## src/design/cictag_cfg.svh

```systemverilog
// constants for the interrupt code and receive buffer tag block
`ifndef CICTAG_CFG_SVH
`define CICTAG_CFG_SVH

`define CICTAG_NUM_BUF 16
`define CICTAG_OFF_CODE 12'h000
`define CICTAG_OFF_STAT 12'h004
`define CICTAG_OFF_MASK 12'h008
`define CICTAG_OFF_RXCFG 12'h00C
`define CICTAG_OFF_BUF 12'h100
`define CICTAG_BUF_STRIDE 12'h008
`define CICTAG_CODE_NONE 7'h40
`define CICTAG_CODE_ERR 7'h41
`define CICTAG_CODE_WAKE 7'h42
`define CICTAG_CODE_OVF 7'h43
`define CICTAG_CODE_FULL 7'h44
`define CICTAG_TAG_LSB 8
`define CICTAG_TAG_MSB 12
`define CICTAG_EV_ERR 0
`define CICTAG_EV_WAKE 1
`define CICTAG_EV_OVF 2
`define CICTAG_EV_FULL 3
`define CICTAG_EV_RX0 4

`endif

```

## src/design/cictag_pkg.sv

```systemverilog
// types for the interrupt code and receive buffer tag block
package cictag_pkg;
  typedef logic [6:0] cictag_code_type;
  typedef logic [4:0] cictag_tag_type;
  typedef logic [3:0] cictag_bufidx_type;
endpackage

```

## src/design/cictag_top.sv

```systemverilog
// apb slave with interrupt code register and message buffer words six and seven
//
// Chosen here: register access over APB and the register offsets.
`timescale 1ns/1ps
`default_nettype none
`include "cictag_cfg.svh"

module cictag_top
  import cictag_pkg::*;
(
  input wire logic pclk,
  input wire logic presetn,
  input wire logic psel,
  input wire logic penable,
  input wire logic pwrite,
  input wire logic [11:0] paddr,
  input wire logic [31:0] pwdata,
  input wire logic [3:0] pstrb,
  output logic [31:0] prdata,
  output logic pready,
  output logic pslverr,
  input wire logic store_valid,
  input wire cictag_bufidx_type store_buf,
  input wire cictag_tag_type store_filter,
  input wire logic [7:0] store_byte6,
  input wire logic [7:0] store_byte7,
  input wire logic ev_error,
  input wire logic ev_wake,
  input wire logic ev_overflow,
  input wire logic ev_almost_full,
  output logic irq
);

  // ----------------------------------------
  // state
  // ----------------------------------------
  localparam int NB = `CICTAG_NUM_BUF;
  localparam int NS = `CICTAG_EV_RX0 + NB;
  logic [15:0] word6_mem [NB];
  cictag_tag_type tag_mem [NB];
  logic [NB-1:0] rxcfg_r;
  logic [NS-1:0] stat_r;
  logic [NS-1:0] mask_r;
  cictag_tag_type last_hit_r;
  logic [NS-1:0] ev_vec;
  logic [NS-1:0] pend;
  cictag_code_type code_nxt;
  logic wr_en;
  logic rd_en;
  logic [31:0] rdata_nxt;
  logic err_nxt;

  // buffer index decode, used by read and write paths
  function automatic logic is_buf(input logic [11:0] a);
    is_buf = (a >= `CICTAG_OFF_BUF) && (a < `CICTAG_OFF_BUF + 12'(NB * 8)) && (a[1:0] == 2'b00);
  endfunction

  function automatic cictag_bufidx_type buf_idx(input logic [11:0] a);
    logic [11:0] d;
    d = a - `CICTAG_OFF_BUF;
    buf_idx = d[6:3];
  endfunction

  assign wr_en = psel && penable && pwrite;
  assign rd_en = psel && penable && !pwrite;
  assign pready = 1'b1;

  // event vector: error, wake, overflow, almost full and enabled receive buffer stores
  always_comb begin
    ev_vec = '0;
    ev_vec[`CICTAG_EV_ERR] = ev_error;
    ev_vec[`CICTAG_EV_WAKE] = ev_wake;
    ev_vec[`CICTAG_EV_OVF] = ev_overflow;
    ev_vec[`CICTAG_EV_FULL] = ev_almost_full;
    if (store_valid && rxcfg_r[store_buf]) begin
      ev_vec[`CICTAG_EV_RX0 + int'(store_buf)] = 1'b1;
    end
  end

  // ----------------------------------------
  // message buffer words
  // ----------------------------------------
  genvar gi;
  generate
    for (gi = 0; gi < NB; gi++) begin : g_buf
      // word six: software write or received payload, no reset
      always_ff @(posedge pclk) begin
        if (wr_en && is_buf(paddr) && buf_idx(paddr) == gi && paddr[2] == 1'b0) begin
          if (pstrb[1]) begin
            word6_mem[gi][15:8] <= pwdata[15:8];
          end
          if (pstrb[0]) begin
            word6_mem[gi][7:0] <= pwdata[7:0];
          end
        end else if (store_valid && rxcfg_r[gi] && store_buf == gi) begin
          word6_mem[gi] <= {store_byte7, store_byte6};
        end
      end
      // word seven tag: hardware hit on receive buffers beats software write
      always_ff @(posedge pclk) begin
        if (store_valid && rxcfg_r[gi] && store_buf == gi) begin
          tag_mem[gi] <= store_filter;
        end else if (wr_en && is_buf(paddr) && buf_idx(paddr) == gi && paddr[2] && pstrb[1]) begin
          tag_mem[gi] <= pwdata[`CICTAG_TAG_MSB:`CICTAG_TAG_LSB];
        end
      end
    end
  endgenerate

  // ----------------------------------------
  // control and interrupt registers
  // ----------------------------------------
  // receive configuration per buffer
  always_ff @(posedge pclk or negedge presetn) begin
    if (!presetn) begin
      rxcfg_r <= '0;
    end else if (wr_en && paddr == `CICTAG_OFF_RXCFG) begin
      rxcfg_r <= pwdata[NB-1:0];
    end
  end

  // mask register
  always_ff @(posedge pclk or negedge presetn) begin
    if (!presetn) begin
      mask_r <= '0;
    end else if (wr_en && paddr == `CICTAG_OFF_MASK) begin
      mask_r <= pwdata[NS-1:0];
    end
  end

  // sticky status, set beats write-one clear
  always_ff @(posedge pclk or negedge presetn) begin
    if (!presetn) begin
      stat_r <= '0;
    end else if (wr_en && paddr == `CICTAG_OFF_STAT) begin
      stat_r <= (stat_r & ~pwdata[NS-1:0]) | ev_vec;
    end else begin
      stat_r <= stat_r | ev_vec;
    end
  end

  // last filter that caused a store
  always_ff @(posedge pclk or negedge presetn) begin
    if (!presetn) begin
      last_hit_r <= '0;
    end else if (store_valid && rxcfg_r[store_buf]) begin
      last_hit_r <= store_filter;
    end
  end

  assign pend = stat_r & mask_r;
  assign irq = |pend;

  // priority: error, wake, overflow, almost full, then buffers low first
  always_comb begin
    code_nxt = `CICTAG_CODE_NONE;
    for (int i = NB - 1; i >= 0; i--) begin
      if (pend[`CICTAG_EV_RX0 + i]) begin
        code_nxt = 7'(i);
      end
    end
    if (pend[`CICTAG_EV_FULL]) begin
      code_nxt = `CICTAG_CODE_FULL;
    end
    if (pend[`CICTAG_EV_OVF]) begin
      code_nxt = `CICTAG_CODE_OVF;
    end
    if (pend[`CICTAG_EV_WAKE]) begin
      code_nxt = `CICTAG_CODE_WAKE;
    end
    if (pend[`CICTAG_EV_ERR]) begin
      code_nxt = `CICTAG_CODE_ERR;
    end
  end

  // ----------------------------------------
  // read path
  // ----------------------------------------
  // read mux, unused bits zero
  always_comb begin
    rdata_nxt = 32'h0000_0000;
    err_nxt = 1'b0;
    if (paddr == `CICTAG_OFF_CODE) begin
      rdata_nxt[15:0] = {3'b000, last_hit_r, 1'b0, code_nxt};
    end else if (paddr == `CICTAG_OFF_STAT) begin
      rdata_nxt[NS-1:0] = stat_r;
    end else if (paddr == `CICTAG_OFF_MASK) begin
      rdata_nxt[NS-1:0] = mask_r;
    end else if (paddr == `CICTAG_OFF_RXCFG) begin
      rdata_nxt[NB-1:0] = rxcfg_r;
    end else if (is_buf(paddr)) begin
      if (paddr[2]) begin
        rdata_nxt[15:0] = {3'b000, tag_mem[buf_idx(paddr)], 8'h00};
      end else begin
        rdata_nxt[15:0] = word6_mem[buf_idx(paddr)];
      end
    end else begin
      err_nxt = 1'b1;
    end
  end

  // registered read data and error for the access phase
  always_ff @(posedge pclk or negedge presetn) begin
    if (!presetn) begin
      prdata <= 32'h0000_0000;
      pslverr <= 1'b0;
    end else if (psel && !penable) begin
      prdata <= pwrite ? 32'h0000_0000 : rdata_nxt;
      pslverr <= err_nxt;
    end
  end

  logic unused_rd;
  assign unused_rd = rd_en;

endmodule
`default_nettype wire

```

## config.mk

```make
export PLATFORM = sky130hd
export DESIGN_NAME = cictag_top
export DESIGN_NICKNAME = d
export VERILOG_FILES = /design/src/design/cictag_pkg.sv /design/src/design/cictag_top.sv
export VERILOG_INCLUDE_DIRS = /design/src /design/src/design
export SDC_FILE = /design/constraint.sdc
export NUM_CORES = 1
export LEC_CHECK = 0
export BUFFER_PORTS_ARGS = -buffer_cell sky130_fd_sc_hd__buf_2
export CAP_MARGIN = 20
export CORE_MARGIN = 1.5
export CORE_UTILIZATION = 64
export CTS_BUF_LIST = sky130_fd_sc_hd__clkbuf_8
export DETAILED_ROUTE_END_ITERATION = 7
export HOLD_SLACK_MARGIN = 0.03
export PLACE_DENSITY = 0.88
export SLEW_MARGIN = 10
export SYNTH_ARGS = -nofsm -noshare
export SYNTH_HDL_FRONTEND = slang
export SYNTH_SLANG_ARGS = --single-unit
export TNS_END_PERCENT = 1
```

## constraint.sdc

```tcl
create_clock -name pclk -period 2.9 [get_ports pclk]
set_clock_uncertainty 0.1 [all_clocks]
set_input_delay 0.58 -clock pclk [delete_from_list [all_inputs] [get_ports pclk]]
set_output_delay 0.58 -clock pclk [all_outputs]
set_load 0.01 [all_outputs]
```

Yosys cells after proc, flatten, opt, wreduce, memory -nomap -nowiden

Memory sizes are Yosys's and may differ from the RTL's.
Index checks and enable logic that the tools add are counted.

Bits in registers: 94
Memories kept: 2
Input bits: 83
RAM bits: 336

Memories:

| memory    | depth | bits a word | rd ports | clocked after Yosys merged registers in | write ports | line             | source |
|---|---|---|---|---|---|---|---|
| word6_mem | 16    | 16          | 1        | 0                                       | 16          | cictag_top.sv:39 | `logic [15:0] word6_mem [NB];` |
| tag_mem   | 16    | 5           | 1        | 0                                       | 16          | cictag_top.sv:40 | `cictag_tag_type tag_mem [NB];` |

Add/subtract/negate cells: 2
Reduce and logical (&&, ||, !) cells: 113
Magnitude comparators: 5
Multiplexer cells: 266
Equality and inequality tests: 33
Bitwise gates (word level): 55

Operator list:

| cell                  | count |
|---|---|
| $mux W8               | 32 |
| $mux W1               | 185 |
| $mux W7               | 20 |
| $logic_and A1 B1 Y1   | 107 |
| $mux W16              | 5 |
| $mux W20              | 4 |
| $mux W5               | 16 |
| $eq A4 B4 Y1 const B  | 16 |
| $or A1 B1 Y1          | 48 |
| $and A20 B20 Y20      | 2 |
| $or A20 B20 Y20       | 2 |
| $eq A4 B3 Y1 const B  | 8 |
| $eq A12 B4 Y1 const B | 2 |
| $not A20 Y20          | 1 |
| $or A4 B20 Y20        | 1 |
| $reduce_or A20 Y1     | 1 |
| $eq A4 B2 Y1 const B  | 4 |
| $eq A12 B3 Y1 const B | 1 |
| $ge A12 B9 Y1 const B | 1 |
| $logic_not A12 Y1     | 1 |
| $lt A12 B9 Y1 const B | 1 |
| $eq A4 B1 Y1 const B  | 2 |
| $logic_not A4 Y1      | 2 |
| $mux W4               | 2 |
| 10 further kinds      | 10 |

Longest topological paths before layout

Depth in word-level cells: 23
Gate-level depth with buffers: 9
Depth with buffers taken out: 6

Worst setup path after synthesis

No wires, ideal clock.

Path type: input to register
Start: input paddr[7]
End: memory word6_mem[15][0] (data pin)
Required time: 2540 ps
Buffers on the path: 3
Cell stages on the path: 8
Library setup time: 260 ps
Slack: -134 ps
Data arrival time: 2674 ps
Path through: or4_1 > buf_2 > nor4_2 > nand2_1 > buf_2 > o21ai_2 > buf_4 > mux2_2

RTL lines:

| what               | line             | source |
|---|---|---|
| start: declaration | cictag_top.sv:16 | `input wire logic [11:0] paddr,` |
| end: declaration   | cictag_top.sv:39 |  |

Worst setup path after layout

Start: register stat_r[9]
End: output irq

Cells in the longest elaborated chain, start to end: 2

Ends and longest elaborated chain:

| what                     | line              | source |
|---|---|---|
| start: declaration       | cictag_top.sv:42  | `logic [NS-1:0] stat_r;` |
| start signal: assignment | cictag_top.sv:136 | `stat_r <= (stat_r & ~pwdata[NS-1:0]) \| ev_vec;` |
| start signal: assignment | cictag_top.sv:138 | `stat_r <= stat_r \| ev_vec;` |
| $and A20 B20 Y20         | cictag_top.sv:151 | `assign pend = stat_r & mask_r;` |
| $reduce_or A20 Y1        | cictag_top.sv:152 | `assign irq = \|pend;` |
| end: declaration         | cictag_top.sv:31  | `output logic irq` |

No other way between the ends.

==> run summary <==
The flow ran to the end, and the final reports show no timing, DRC or antenna violations. After the flow finishes, the layout carries non-filler instances totaling 2,199. The core region is 33,700 um2. The critical path runs through a total of 5 cells. Yosys mapped a number of flops with a built-in enable equal to 336.

The areal power density over the cells is 478.1 nW/um2, and the number of max-slew violations in the final report is 0. Among all flip-flop cells after synthesis, the most frequent one is edfxtp_1. The final route contains 15.21k vias. Number of buffers inserted by port buffering: 90.

For this run, the post-layout net count is 1,783. The fraction of registers with async set/reset was 0.1962; the number of placed instances with taps included was 2,076. The all-layer global routing usage is 0.3540. For the first-pass GRT wire length, the log shows 93,670 um. The area share of the largest cell type after synthesis was 0.4572. The path with the worst hold slack has its endpoint at stat_r[0].

For the number of hold violations in the final report, the log shows 0. The sequential element share of the synthesized area was 0.5502; the wire length per cell was 28.19 um. The HPWL after detailed placement came out at 42,230 um. Worst endpoint required time: 2.22 ns. The area growth from synthesis to layout is 14.82%. For this design the static power due to leakage is 9.404 nW.

The clock-pin slew of the registers on the worst-case setup and hold paths is 0.06 ns. The floorplan has 67 rows. The H-tree was split into 3 levels. The area enclosed by the die boundary came out at 35,600 um2.

After routing the design area is 25,340 um2. The synthesis warning total is 0. Sorting the synthesized cells by area gives the leading types as edfxtp_1, mux2_2, mux4_2.

The routability congestion estimate from global placement was 1.015. The worst register-to-register path has a depth of 6. The cell area after synthesis is 22,070 um2. The library cell occupying the most area in the post-synthesis netlist was edfxtp_1. VDD sags by at most 0.0003307 V. Wires add up to 62,000 um. Walking the worst path, the cells encountered are a22oi_1, nand3_1, nor3b_2, nand2_1, buf_2. The clock drives 418 sinks. The global route total overflow was 0; the part of the cycle the worst path needs was 0.9715. By count the netlist is led by mux2_2, edfxtp_1, nand2_1, mux4_2, dfrtp_1. Clock period minus final worst setup slack: 2.817 ns. The number of storage elements in the synthesis netlist was 418. The number of global-route vias before repair was 15.31k; the vias per cell was 6.915.

Across all register-to-register paths, the minimum setup slack is 0.29 ns. The most repeated cell in the gate-level netlist after synthesis was mux2_2. Max-cap violations in this run came to 0. The initial DRC count is 1,968.

The maximum fanout count along the critical path is 5, and the cell count after synthesis is 1,516. STA classifies the critical path endpoint as a primary output. The category of the worst setup path launch point is a register. The die is 188.7 um wide.

The pre-antenna-repair detailed-routing pass consisted of 5 iterations. The slowest stage of the critical path belongs to the cell dfrtp_1. The tools report the start of the worst register-to-register path as rxcfg_r[1]. The number of setup buffers added after CTS was 0.

No sink is reached through more buffers than the 3 on the longest clock path. In this design, the stage delay of the slowest critical-path cell is 0.43 ns. For the pin with the worst max-slew slack, the measured transition is 0.7981 ns. Endpoint of the worst register-to-register path: word6_mem[3][2]. Once placement finished, the instance area stood at 24,120 um2. Along the worst hold path, the cell count comes to 2. Entering global routing, the biggest net connects 53 pins. The count of buffering cells on the critical path with inverters included is 1. The startpoint of the most critical hold path was ev_error. The critical path in this run is classified as reg2out. 118 I/O pins were placed.

The worst slack on hold paths came out at 0.06899 ns. TritonCTS built the clock tree. The initial antenna violation count is 2, and the count of unresolved DRC violations after routing is 0.

The kind of cell with the highest combined delay along the critical path is simple AND/OR/NAND/NOR gates. Clock tree synthesis selected as its root buffer the cell clkbuf_8. The tightest min-delay check is of the in2reg type. The antenna violation net count after detailed routing is 0, and the number of buffers inserted during clock tree synthesis is 69. The run gives 0 ns as the post-route setup TNS. The logs give 67 for the distinct cell type count after synthesis and 0 for the number of endpoints failing setup at the final stage. For this run, the top clock speed supported by timing is 355.0 MHz. The headroom to the max-slew limit is 0.4679, and the ratio of cells with drive above 1 in the final layout is 0.4697. The per-instance average area after synthesis is 14.56 um2, and the die height is 188.7 um. Data arrives at the worst endpoint at 2.14 ns. For the initial core utilization, the log shows 0.6548. Setup repair after global routing left no endpoint under its margin. For the worst-skew pair, the clock arrives at the later sink with an insertion delay of 0.62 ns.
timing repair:
| item | CTS | global route |
|---|---|---|
| resized for setup | 0 | 1 |
| hold buffers | 1 | 0 |
| hold endpoints to repair | 51 | 0 |
| setup endpoints to repair | 0 | 1 |
power by group:
group	internal [mW]	total, mW	switching [mW]
logic	0.407	0.954	0.546
clock network	2.30	4.67	2.37
registers	6.49	6.49	0.00189
worst max-delay path by stage:
| stage | from | endpoint |
|---|---|---|
| floorplan | paddr[7] | word6_mem[15][0] |
| global placement | paddr[7] | stat_r[8] |
| detailed placement | paddr[7] | stat_r[9] |
| CTS | stat_r[7] | irq |
| global route | stat_r[9] | irq |
| finish | stat_r[9] | irq |
cells in the final DEF, fill, tap and decap left out, types with 8 or more instances in the layout:
| master | count |
|---|---|
| edfxtp_1 | 336 |
| dfrtp_1 | 82 |
| buf_2 | 87 |
| a21oi_1 | 20 |
| clkbuf_8 | 72 |
| clkinv_1 | 11 |
| nand3_1 | 14 |
| a21o_1 | 31 |
| mux2i_1 | 25 |
| mux4_2 | 92 |
| conb_1 | 13 |
| o21bai_1 | 9 |
| nand2_1 | 108 |
| inv_1 | 28 |
| a22o_1 | 29 |
| nor2_1 | 58 |
| and2_1 | 11 |
| a22oi_1 | 12 |
| buf_12 | 37 |
| nor2_2 | 8 |
| mux2_2 | 367 |
| mux2_1 | 13 |
| o21ai_0 | 38 |
| buf_4 | 127 |
cell type report:
type	instances	area (um2)
clock buffers	72	991.0
fillers	1977	8363
repair buffers	252	2140
flip-flops and latches	418	12140
clock inverters	47	205.2
multi-input cells	955	9276
diodes	3	7.507
well taps	448	560.5
inverters	4	15.01
cells by family (layout without fill, tap and decap cells):
kind of cell	count (synthesis)	after routing	synth area share
mux	497	497	0.2992
flops	418	418	0.5502
simple gates	252	252	0.05443
compound gates	193	193	0.06283
buf+inv	154	375	0.03300
other cells	2	16	0.0003403
sequential cells by signal, indices dropped and copies added (netlist names):
register / flops
last_hit_r: 5
rxcfg_r: 16
stat_r: 20
mask_r: 20
tag_mem: 80
word6_mem: 256
pslverr: 1
prdata: 20
through the flow:
| stage | worst slack (ns) | utilization | total power [mW] |
|---|---|---|---|
| finish | 0.08275 | 0.7518 | 12.11 |
| global route | 0.007713 | 0.7518 | 12.44 |
| CTS | 0.02974 | 0.7515 | 12.12 |
| detailed placement | -0.1963 | 0.7157 | 7.531 |
| global placement | -0.1380 | 0.7157 | 7.495 |
| floorplan | -0.03022 | - | 7.208 |
metal layers:
layer,up-vias,track usage,share of wire
li1,6269,-,-
met1,7645,0.4757,0.38
met2,1109,0.5666,0.48
met3,184,0.07320,0.11
met4,0,0.1474,0.039
met5,-,0,0
worst reg2reg max path, delay by kind of cell (launching register included):
kind                   cells  cell delay (ns)
DFF                        1             0.38
muxes                      2             0.62
buffers and inverters      1             0.18
and+or+nand+nor            3             1.06
Power figures use the tool's default switching activity.
